--- src/core/tcs_map.vh ---
// constants for the tape controller command and status block
// Summary of operation
// - codes 5, 6, 7 write record, write file mark, write erase gap
// - codes 8-12 read, forward/back space record, forward/back space file
// - code 13 rewind, 14 rewind and off-line, 15 read record backward
// - end byte bit 3 clears jump code of selected unit only
// - end byte bit 5 enables parallel-poll response for all units
// - end byte bit 6 stops polling of selected unit only, inhibits its poll response in read bursts
// - end byte bit 7 clears selected unit service request; bits 0,1,2,4 reserved
// - status 1 bits 0-3: file mark, load point, tape end, single-track error
// - status 1 bits 4-7: rejected, file protected, multi-track error, on-line
// - status 2 bits 1-2 hold selected unit, bit 1 msb; bit 0 reserved
// - status 2 bits 3-7: timing error, runaway, rewinding, unit busy, iface busy
// - status 3 bit 2 set when power restored; bits 0,1,3 reserved
// - status 3 bits 4-7 flag unit 3,2,1,0 just placed on-line
// - jump code zero after good transfer, 1 after failed transfer, 2 after rejected command
// - status bit 0 on data line 8, bit 7 on data line 1
`ifndef TCS_MAP_VH
`define TCS_MAP_VH

`define TCS_OP_RSVD     4'h0
`define TCS_OP_SEL0     4'h1
`define TCS_OP_SEL3     4'h4
`define TCS_OP_WREC     4'h5
`define TCS_OP_WFM      4'h6
`define TCS_OP_WGAP     4'h7
`define TCS_OP_RREC     4'h8
`define TCS_OP_FSR      4'h9
`define TCS_OP_BSR      4'ha
`define TCS_OP_FSF      4'hb
`define TCS_OP_BSF      4'hc
`define TCS_OP_REW      4'hd
`define TCS_OP_REWOFF   4'he
`define TCS_OP_RBACK    4'hf

`define TCS_END_CLR_JUMP 3
`define TCS_END_PP_EN    5
`define TCS_END_POLL_OFF 6
`define TCS_END_SRQ_CLR  7

`define TCS_S1_FM        0
`define TCS_S1_LOADPT    1
`define TCS_S1_TAPEEND   2
`define TCS_S1_STE       3
`define TCS_S1_REJECT    4
`define TCS_S1_PROTECT   5
`define TCS_S1_MTE       6
`define TCS_S1_ONLINE    7

`define TCS_S2_UNIT_MSB  1
`define TCS_S2_UNIT_LSB  2
`define TCS_S2_TIMING    3
`define TCS_S2_RUNAWAY   4
`define TCS_S2_REWIND    5
`define TCS_S2_UBUSY     6
`define TCS_S2_IBUSY     7

`define TCS_S3_POWER     2
`define TCS_S3_ONL_U3    4

`define TCS_SEL_JUMP     2'h0
`define TCS_SEL_STAT1    2'h1
`define TCS_SEL_STAT2    2'h2
`define TCS_SEL_STAT3    2'h3

`define TCS_JUMP_OK      2'h0
`define TCS_JUMP_FAIL    2'h1
`define TCS_JUMP_REJECT  2'h2

`endif

--- src/core/tcs_unit.v ---
// per-unit jump code, service request and poll control
`timescale 1ns/1ps
`include "tcs_map.vh"
module tcs_unit (
  input  wire       core_clk,
  input  wire       arst_n,
  input  wire       sel,
  input  wire       jump_load,
  input  wire [1:0] jump_val,
  input  wire       jump_clr,
  input  wire       srq_set,
  input  wire       srq_clr,
  input  wire       pp_en_all,
  input  wire       poll_off,
  input  wire       read_burst,
  input  wire       online,
  input  wire       onl_clr,
  output reg  [1:0] jump_q,
  output reg        pp_resp_q,
  output reg        poll_off_q,
  output reg        onl_flag_q
);
  reg srq_q;
  reg pp_en_q;
  reg online_q;
  // a unit already on-line as reset ends is no fresh event
  reg armed_q;

  always @(posedge core_clk or negedge arst_n) begin
    if (!arst_n) begin
      jump_q     <= 2'h0;
      srq_q      <= 1'b0;
      pp_en_q    <= 1'b0;
      poll_off_q <= 1'b0;
      pp_resp_q  <= 1'b0;
      online_q   <= 1'b0;
      armed_q    <= 1'b0;
      onl_flag_q <= 1'b0;
    end else begin
      // a fresh result outranks a clear in the same cycle
      if (sel && jump_load)
        jump_q <= jump_val;
      else if (sel && jump_clr)
        jump_q <= `TCS_JUMP_OK;
      if (srq_set)
        srq_q <= 1'b1;
      else if (sel && srq_clr)
        srq_q <= 1'b0;
      if (pp_en_all)
        pp_en_q <= 1'b1;
      if (sel && poll_off)
        poll_off_q <= 1'b1;
      pp_resp_q <= srq_q && pp_en_q && !(poll_off_q && read_burst);
      online_q <= online;
      armed_q  <= 1'b1;
      if (online && !online_q && armed_q)
        onl_flag_q <= 1'b1;
      else if (onl_clr)
        onl_flag_q <= 1'b0;
    end
  end
endmodule

--- src/core/tcs_ctrl.v ---
// command decode, end-command handling and status bytes of the tape controller
`timescale 1ns/1ps
`include "tcs_map.vh"
module tcs_ctrl #(
  parameter NUNITS = 4
) (
  input  wire              core_clk,
  input  wire              arst_n,
  input  wire              cmd_wr,
  input  wire              end_wr,
  input  wire              stat_rd,
  input  wire [1:0]        stat_sel,
  input  wire [7:0]        dio_i,
  input  wire [NUNITS-1:0] drv_online,
  input  wire [NUNITS-1:0] drv_load_point,
  input  wire [NUNITS-1:0] drv_tape_end,
  input  wire [NUNITS-1:0] drv_protect,
  input  wire [NUNITS-1:0] drv_busy,
  input  wire [NUNITS-1:0] drv_rewinding,
  input  wire              mot_done,
  input  wire              xfer_ok,
  input  wire              file_mark,
  input  wire              single_track_error,
  input  wire              multi_track_error,
  input  wire              timing_err,
  input  wire              runaway,
  input  wire              power_restored,
  input  wire              read_burst,
  output reg  [7:0]        dio_o,
  output reg               dio_oe,
  output reg               mot_go,
  output reg  [3:0]        mot_op,
  output reg  [1:0]        mot_unit,
  output reg               offline_req,
  output reg  [NUNITS-1:0] pp_resp,
  output reg  [NUNITS-1:0] poll_off
);
  localparam ST_IDLE = 3'b001;
  localparam ST_BUSY = 3'b010;
  localparam ST_DONE = 3'b100;

  reg  [2:0] state_q;
  reg  [2:0] state_d;
  reg  [1:0] unit_q;
  reg  [1:0] unit_d;
  reg        reject_q;
  reg        fm_q;
  reg        ste_q;
  reg        mte_q;
  reg        timing_q;
  reg        runaway_q;
  reg        power_q;
  reg  [7:0] stat_d;
  reg  [3:0] cmd_code;
  reg  [7:0] end_byte;
  reg        is_write;
  reg        is_motion;
  reg        rej_now;
  reg  [NUNITS-1:0] unit_sel;
  reg  [1:0] jump_sel;
  reg  [3:0] onl_bits;
  reg        jump_load;
  reg  [1:0] jump_val;
  wire [1:0] jump_w [0:NUNITS-1];
  wire [NUNITS-1:0] pp_w;
  wire [NUNITS-1:0] poll_w;
  wire [NUNITS-1:0] onl_w;
  wire       onl_clr;
  integer    i;

  // data lines are numbered opposite to byte bits
  function [7:0] line_order;
    input [7:0] b;
    integer k;
    begin
      for (k = 0; k < 8; k = k + 1)
        line_order[7-k] = b[k];
    end
  endfunction

  always @* begin
    end_byte = line_order(dio_i);
    cmd_code = end_byte[3:0];
    unit_sel = {NUNITS{1'b0}};
    unit_sel[unit_q] = 1'b1;
  end

  // command class decode
  always @* begin
    is_write  = 1'b0;
    is_motion = 1'b0;
    case (cmd_code)
      `TCS_OP_WREC, `TCS_OP_WFM, `TCS_OP_WGAP: begin
        is_write  = 1'b1;
        is_motion = 1'b1;
      end
      `TCS_OP_RREC, `TCS_OP_FSR, `TCS_OP_BSR, `TCS_OP_FSF, `TCS_OP_BSF: begin
        is_motion = 1'b1;
      end
      `TCS_OP_REW, `TCS_OP_REWOFF, `TCS_OP_RBACK: begin
        is_motion = 1'b1;
      end
      default: begin
        is_motion = 1'b0;
      end
    endcase
    // writes need a ring; motion needs an on-line unit and an idle interface
    rej_now = (cmd_code == `TCS_OP_RSVD)
           || (is_motion && !drv_online[unit_q])
           || (is_write && drv_protect[unit_q])
           || (is_motion && state_q != ST_IDLE);
  end

  // unit selection from the select codes
  always @* begin
    unit_d = unit_q;
    if (cmd_wr && cmd_code >= `TCS_OP_SEL0 && cmd_code <= `TCS_OP_SEL3)
      unit_d = cmd_code[1:0] - 2'h1;
  end

  always @* begin
    state_d = state_q;
    case (state_q)
      ST_IDLE: begin
        if (cmd_wr && is_motion && !rej_now)
          state_d = ST_BUSY;
      end
      ST_BUSY: begin
        if (mot_done)
          state_d = ST_DONE;
      end
      ST_DONE: begin
        state_d = ST_IDLE;
      end
      default: begin
        state_d = ST_IDLE;
      end
    endcase
  end

  // result of a finished transfer goes to the unit's jump code
  always @* begin
    jump_load = 1'b0;
    jump_val  = `TCS_JUMP_OK;
    if (cmd_wr && rej_now) begin
      jump_load = 1'b1;
      jump_val  = `TCS_JUMP_REJECT;
    end else if (state_q == ST_BUSY && mot_done) begin
      jump_load = 1'b1;
      jump_val  = xfer_ok ? `TCS_JUMP_OK : `TCS_JUMP_FAIL;
    end
  end

  genvar g;
  generate
    for (g = 0; g < NUNITS; g = g + 1) begin : g_unit
      tcs_unit u_unit (
        .core_clk   (core_clk),
        .arst_n     (arst_n),
        .sel        (unit_sel[g]),
        .jump_load  (jump_load),
        .jump_val   (jump_val),
        .jump_clr   (end_wr && end_byte[`TCS_END_CLR_JUMP]),
        .srq_set    (state_q == ST_BUSY && mot_done && unit_sel[g]),
        .srq_clr    (end_wr && end_byte[`TCS_END_SRQ_CLR]),
        .pp_en_all  (end_wr && end_byte[`TCS_END_PP_EN]),
        .poll_off   (end_wr && end_byte[`TCS_END_POLL_OFF]),
        .read_burst (read_burst),
        .online     (drv_online[g]),
        .onl_clr    (onl_clr),
        .jump_q     (jump_w[g]),
        .pp_resp_q  (pp_w[g]),
        .poll_off_q (poll_w[g]),
        .onl_flag_q (onl_w[g])
      );
    end
  endgenerate

  // reading status byte 3 consumes its event flags
  assign onl_clr = stat_rd && (stat_sel == `TCS_SEL_STAT3);

  always @* begin
    jump_sel = jump_w[unit_q];
    onl_bits = 4'h0;
    for (i = 0; i < NUNITS && i < 4; i = i + 1)
      onl_bits[3-i] = onl_w[i];
  end

  // status byte assembly, in byte bit order
  always @* begin
    stat_d = 8'h00;
    case (stat_sel)
      `TCS_SEL_STAT1: begin
        stat_d[`TCS_S1_FM]      = fm_q;
        stat_d[`TCS_S1_LOADPT]  = drv_load_point[unit_q];
        stat_d[`TCS_S1_TAPEEND] = drv_tape_end[unit_q];
        stat_d[`TCS_S1_STE]     = ste_q;
        stat_d[`TCS_S1_REJECT]  = reject_q;
        stat_d[`TCS_S1_PROTECT] = drv_protect[unit_q];
        stat_d[`TCS_S1_MTE]     = mte_q;
        stat_d[`TCS_S1_ONLINE]  = drv_online[unit_q];
      end
      `TCS_SEL_STAT2: begin
        stat_d[`TCS_S2_UNIT_MSB] = unit_q[1];
        stat_d[`TCS_S2_UNIT_LSB] = unit_q[0];
        stat_d[`TCS_S2_TIMING]   = timing_q;
        stat_d[`TCS_S2_RUNAWAY]  = runaway_q;
        stat_d[`TCS_S2_REWIND]   = drv_rewinding[unit_q];
        stat_d[`TCS_S2_UBUSY]    = drv_busy[unit_q];
        stat_d[`TCS_S2_IBUSY]    = (state_q != ST_IDLE);
      end
      `TCS_SEL_STAT3: begin
        stat_d[`TCS_S3_POWER] = power_q;
        stat_d[7:`TCS_S3_ONL_U3] = onl_bits;
      end
      default: begin
        stat_d = {6'h00, jump_sel};
      end
    endcase
  end

  always @(posedge core_clk or negedge arst_n) begin
    if (!arst_n) begin
      state_q   <= ST_IDLE;
      unit_q    <= 2'h0;
      reject_q  <= 1'b0;
      fm_q      <= 1'b0;
      ste_q     <= 1'b0;
      mte_q     <= 1'b0;
      timing_q  <= 1'b0;
      runaway_q <= 1'b0;
      power_q   <= 1'b0;
    end else begin
      state_q <= state_d;
      unit_q  <= unit_d;
      if (cmd_wr) begin
        reject_q <= rej_now;
      end
      // error flags restart with each accepted motion; a timing or runaway event in the
      // same cycle still wins; file mark and track errors count only while busy
      if (state_q == ST_BUSY && file_mark)
        fm_q <= 1'b1;
      else if (cmd_wr && is_motion && !rej_now)
        fm_q <= 1'b0;
      if (state_q == ST_BUSY && single_track_error)
        ste_q <= 1'b1;
      else if (cmd_wr && is_motion && !rej_now)
        ste_q <= 1'b0;
      if (state_q == ST_BUSY && multi_track_error)
        mte_q <= 1'b1;
      else if (cmd_wr && is_motion && !rej_now)
        mte_q <= 1'b0;
      if (timing_err)
        timing_q <= 1'b1;
      else if (cmd_wr && is_motion && !rej_now)
        timing_q <= 1'b0;
      if (runaway)
        runaway_q <= 1'b1;
      else if (cmd_wr && is_motion && !rej_now)
        runaway_q <= 1'b0;
      if (power_restored)
        power_q <= 1'b1;
      else if (onl_clr)
        power_q <= 1'b0;
    end
  end

  // registered outputs toward drives and bus
  always @(posedge core_clk or negedge arst_n) begin
    if (!arst_n) begin
      dio_o       <= 8'h00;
      dio_oe      <= 1'b0;
      mot_go      <= 1'b0;
      mot_op      <= `TCS_OP_RSVD;
      mot_unit    <= 2'h0;
      offline_req <= 1'b0;
      pp_resp     <= {NUNITS{1'b0}};
      poll_off    <= {NUNITS{1'b0}};
    end else begin
      // one-cycle answer; host samples lines the cycle after its read
      dio_oe <= stat_rd;
      if (stat_rd)
        dio_o <= line_order(stat_d);
      mot_go <= cmd_wr && is_motion && !rej_now;
      if (cmd_wr && is_motion && !rej_now) begin
        mot_op   <= cmd_code;
        mot_unit <= unit_q;
      end
      offline_req <= cmd_wr && !rej_now && (cmd_code == `TCS_OP_REWOFF);
      pp_resp  <= pp_w;
      poll_off <= poll_w;
    end
  end
endmodule

--- config.mk ---
export PLATFORM = sky130hd
export DESIGN_NAME = tcs_ctrl
export DESIGN_NICKNAME = d
export VERILOG_FILES = /design/src/core/tcs_unit.v /design/src/core/tcs_ctrl.v
export VERILOG_INCLUDE_DIRS = /design/src /design/src/core
export SDC_FILE = /design/constraint.sdc
export NUM_CORES = 1
export LEC_CHECK = 0
export BUFFER_PORTS_ARGS = -buffer_cell sky130_fd_sc_hd__buf_2
export CORE_MARGIN = 2
export CORE_UTILIZATION = 45
export CTS_BUF_LIST = sky130_fd_sc_hd__clkbuf_4 sky130_fd_sc_hd__clkbuf_8
export DETAILED_ROUTE_END_ITERATION = 10
export MAX_ROUTING_LAYER = met4
export PLACE_DENSITY = 0.72
export SYNTH_ARGS = -nofsm -noshare
export SYNTH_HDL_FRONTEND = slang
export SYNTH_SLANG_ARGS = --single-unit
--- constraint.sdc ---
create_clock -name core_clk -period 2.4 [get_ports core_clk]
set_clock_uncertainty 0.2 [all_clocks]
set_input_delay 0.72 -clock core_clk [delete_from_list [all_inputs] [get_ports core_clk]]
set_output_delay 0.72 -clock core_clk [all_outputs]
set_load 0.02 [all_outputs]
After elaboration in Yosys (flattened, before gate mapping) --
Cells that the tools add are included.
Storage, ports and cells: register bits after elaboration 67, input port bits 48, word-level logic and storage cells 225
Operators by class: add/subtract/negate cells 1, order comparisons 5, equal/unequal tests 19, muxes and demuxes 60, bitwise gates (word level) 1, reductions and logical operators 96
Operator list (count):
- 1-bit logical AND | 60
- 2-bit nonzero test | 18
- 1-bit 2-to-1 mux | 33
- 4-bit == test, second input constant | 8
- 2-bit 2-to-1 mux | 11
- 1-bit binary-select mux with 2-bit select | 6
- 4-bit by 3-bit == test with 1-bit output, second input constant | 3
- 4-bit one-hot mux with 3 select lines | 1
- 11-bit OR reduction | 1
- 1-bit zero test | 10
- 3-bit 2-to-1 mux | 2
- 1-bit one-hot mux with 3 select lines | 2
- 3-bit one-hot mux with 2 select lines | 1
- 2-bit binary-select mux with 2-bit select | 1
- 2-bit == test, second input constant | 2
- 4-bit by 1-bit greater-or-equal comparator with 1-bit output, second input constant | 1
- 4-bit by 3-bit <= comparator with 1-bit output, second input constant | 1
- 4-bit zero test | 1
- 2-bit != test, second input constant | 2
- 1-bit one-hot mux with 2 select lines | 2
- 3-bit by 1-bit == test with 1-bit output, second input constant | 1
- 3-bit by 2-bit == test with 1-bit output, second input constant | 1
- 3-bit greater-or-equal comparator, second input constant | 1
- 1-bit logical OR | 3
- other kinds (10) | 10

Depth between registers and ports, before layout --
word-level depth 11, mapped depth 8, mapped depth without buffers 6

Hierarchy --
Synthesis repeated with hierarchy kept, for this count alone.
Unflattened totals: cell total of the unflattened synthesis 248, area, all modules 3138.0 µm²
By module, submodules not included:
- tcs_ctrl | times used 1, cells each 160, area an instance 1911.8 µm²
- tcs_unit | times used 4, cells each 22, area an instance 306.5 µm²

Least setup slack after synthesis --
Ideal clock, no wire load.
path type input to register, start input port dio_i[6], end register mot_op[1], setup time 0.125 ns, data arrival time 2.626 ns, data required time 2.075 ns, slack -0.552 ns, cell stages on the path 8, path buffers 2, path through inv_1 -> ha_1 -> o41ai_1 -> a22oi_1 -> or4_1 -> buf_2 -> buf_6 -> mux2_4
Between the ends: cells in the longest elaborated chain, start to end 9, elaborated cells on any way between the ends 25, classes of those cells eq/ne (11); mux (2); reduce/logical (12)
Ends and longest elaborated chain:
- start, declared | line tcs_ctrl.v:13 | input wire [7:0] dio_i,
- 4-bit == test or 4-bit by 3-bit == test with 1-bit output (tied branches) | line tcs_ctrl.v:92 | case (cmd_code)
- 11-bit OR reduction (no source line)
- 1-bit 2-to-1 mux | line tcs_ctrl.v:92
- 1-bit logical AND | line tcs_ctrl.v:109 | || (is_motion && !drv_online[unit_q])
- 1-bit logical OR (3 in a row) | line tcs_ctrl.v:108 | rej_now = (cmd_code == `TCS_OP_RSVD)
- 1-bit zero test | line tcs_ctrl.v:285 | if (cmd_wr && is_motion && !rej_now) begin
- 1-bit logical AND | line tcs_ctrl.v:285
- end signal, assigned | line tcs_ctrl.v:274 | mot_op <= `TCS_OP_RSVD;
- end signal, assigned | line tcs_ctrl.v:286 | mot_op <= cmd_code;
- end, declared | line tcs_ctrl.v:32 | output reg [3:0] mot_op,
Parallel ways exist; a longest one is shown, timed or not. A chain may end at the register's enable or synchronous reset.

Final worst setup path --
start input port drv_protect[3], end register mot_op[2]
Between the ends: cells in the longest elaborated chain, start to end 7
Ends and longest elaborated chain:
- start, declared | line tcs_ctrl.v:17 | input wire [NUNITS-1:0] drv_protect,
- 1-bit binary-select mux with 2-bit select | line tcs_ctrl.v:110 | || (is_write && drv_protect[unit_q])
- 1-bit 2-to-1 mux (implied by the code) | line tcs_ctrl.v:110
- 1-bit logical AND | line tcs_ctrl.v:110
- 1-bit logical OR (2 in a row) | line tcs_ctrl.v:108
- 1-bit zero test | line tcs_ctrl.v:285
- 1-bit logical AND | line tcs_ctrl.v:285
No other way between the ends. The select of a mux whose other input is x is not followed.

==> flow_summary.toml <==
[status]
outcome = "finished with violations"
violations = "setup timing"

[finish]
multi_input_area_um2 = 1200
final_cell_area_um2 = 3830
areaGrowthSynthToFinish_pct = 30.9
diodes = 0
seq_area_um2 = 1680
largest_registers = "dio_o (8), g_unit.u_unit.jump_q (8)"
layoutNonFillerInstCount = 417
drive_gt1_share_pct = 39.1
layout_commonest_cell = "buf_2"
num-nets-final = 392
mostFrequentLayoutCells = "67 x buf_2, 66 x dfrtp_1, 21 x o21ai_0, 21 x buf_4, 20 x nand2_1"
fillers = 538
finish.utilization_pct = 60.7

[clocking]
cts_tree = "yes"
cts.sinks = 67
clockRootBuffer = "clkbuf_8"
cts_max_level = 3
clockBufferDepth = 2
clkTransAtPathRegs_ps = 70
cts-buffers-inserted = 9
clock_latency_ps = 340

[grt]
grt_max_degree = 68
antenna_found_initial = 0
overflow = 0
grt_pass1_vias = 2295
grt_usage_pct = 20.4
grt_pass1_wl_mm = 10.9

[synthesis]
syn-cell-area_um2 = 2930
synth_edf_count = 0
synth_fp_nets = 296
synthArstFlopShare_pct = 100
yosysSeqAreaShare_pct = 57.3
ys.flop_type = "dfrtp_1"
syn_inst = 240
avgSynthCellArea_um2 = 12.2
yosys_warnings = 0
synth-seq-cells = 67
ys_types = 47

[floorplan]
start_util_pct = 46.4
die_w_um = 84.7
ios = 73
coreArea_um2 = 6310
row_count = 29
die_h_um = 84.7
die-area_um2 = 7170

[timing]
report.final.slew_viol_count = 0
holdWs_ps = 146
finalCriticalPeriod_ps = 2470
hold_viol = 0
fmaxAchievable_ghz = 0.405
tns_ps = -337
setup_slack_ps = -66.3
rsz0062_at_grt = "yes"
setup_violations = 9
fin_crit_sh_pct = 103

[worst_setup_path]
arrival_ps = 2490
end_kind = "flop"
crit_fanout = 7
required_ps = 2430
crit_type = "in -> reg"
start_kind = "input port"

[detailed_routing]
route.detailed.drc = 0
routed_via_density = 5.32
final_antenna_net_count = 0
drt_pass1_iterations = 5
via_count = 2217
drtIter0Drc = 174
wl_mm = 6.51
wire_per_inst_um = 15.6

[placement]
dpl.hpwl_mm = 4.89
place_area_um2 = 3590
port_buffers = 71
pre_cts_ws_ps = -658
gp_congestion = 0.766
dp.cells = 401

[power]
vdd_drop_max_uv = 446
power.leakage_nw = 1.82
power.total_mw = 3.15
pwr_density_cell_nw_per_um2 = 822

[flow_run]
drv_cap = 0

[worst_hold_path]
hp-class = "reg -> reg"
-- synthesized netlist by cell type, types with 4 or more instances --
library cell,count,area (um2)
dfrtp_1,66,1650
inv_1,21,78.8
o21ai_0,21,105
nand2_1,20,75.1
a21oi_1,8,40.0
ha_1,8,100
o22ai_1,7,43.8
clkbuf_1,6,22.5
a21o_1,5,37.5
a222oi_1,5,50.1
mux2_2,5,56.3
nor2_1,5,18.8
o21bai_1,5,37.5
mux4_1,4,105
mux4_2,4,90.1
nor2b_1,4,25.0
-- cells by family after synthesis --
kind of cell	after synthesis	share of synthesized area [%]
AOI/OAI and AO/OA	74	17.4
DFF	67	57.3
and+or+nand+nor	44	7.39
buffers and inverters	30	4.40
muxes	16	9.96
adders and majority gates	8	3.42
other	1	0.128
-- worst paths after layout --
| check | start | to | slack [ps] | depth (start not counted) |
|---|---|---|---|---|
| min | g_unit[0].u_unit.pp_resp_q | pp_resp[0] | 150 | 0 |
| max reg2reg | unit_q[0] | mot_op[2] | -20 | 5 |
| min reg2reg | g_unit[0].u_unit.pp_resp_q | pp_resp[0] | 150 | 0 |
| max in group asynchronous | arst_n | state_q[0] | 1490 | 2 |
| min in group asynchronous | arst_n | pp_resp[3] | 190 | 2 |
| max | drv_protect[3] | mot_op[2] | -70 | 6 |
-- what timing repair did --
| action | in CTS | in global routing |
|---|---|---|
| setup endpoints to repair | 14 | 10 |
| hold buffers | 0 | 0 |
| endpoints found under the hold margin | 0 | 0 |
| buffers inserted | 1 | 0 |
| gates resized for setup | 12 | 0 |
| pin swaps | 3 | 0 |
-- metal layers --
| metal | global-route usage [%] | routed length [um] | vias to the layer above |
|---|---|---|---|
| li1 | - | - | 1066 |
| met1 | 26.4 | 2920 | 1075 |
| met2 | 30.8 | 3150 | 64 |
| met3 | 5.21 | 316 | 12 |
| met4 | 8.66 | 121 | 0 |
| met5 | - | 0 | - |
-- critical path, stage by stage --
cell    delay, ps
buf_6          90
mux4_2        500
a31o_1        250
or4_4         490
buf_6         160
mux2_4        290
-- layout make-up --
cell class                      instances  area share (%)
Sequential cell                        67            43.8
Clock inverter                          1           0.196
Timing Repair Buffer                   94            15.0
Inverter                               21            2.45
Multi-Input combinational cell        143            31.4
Tap cell                               77            2.51
Clock buffer                           14            4.70
-- report_power, final --
part           internal, mW  switching [mW]  leakage, nW  total [mW]
Sequential             1.33          0.0995        0.806        1.43
Combinational         0.399           0.450        0.918       0.850
Clock                 0.478           0.395       0.0956       0.873
Total                  2.21           0.945         1.82        3.15
(Power assumes the default switching activity.)
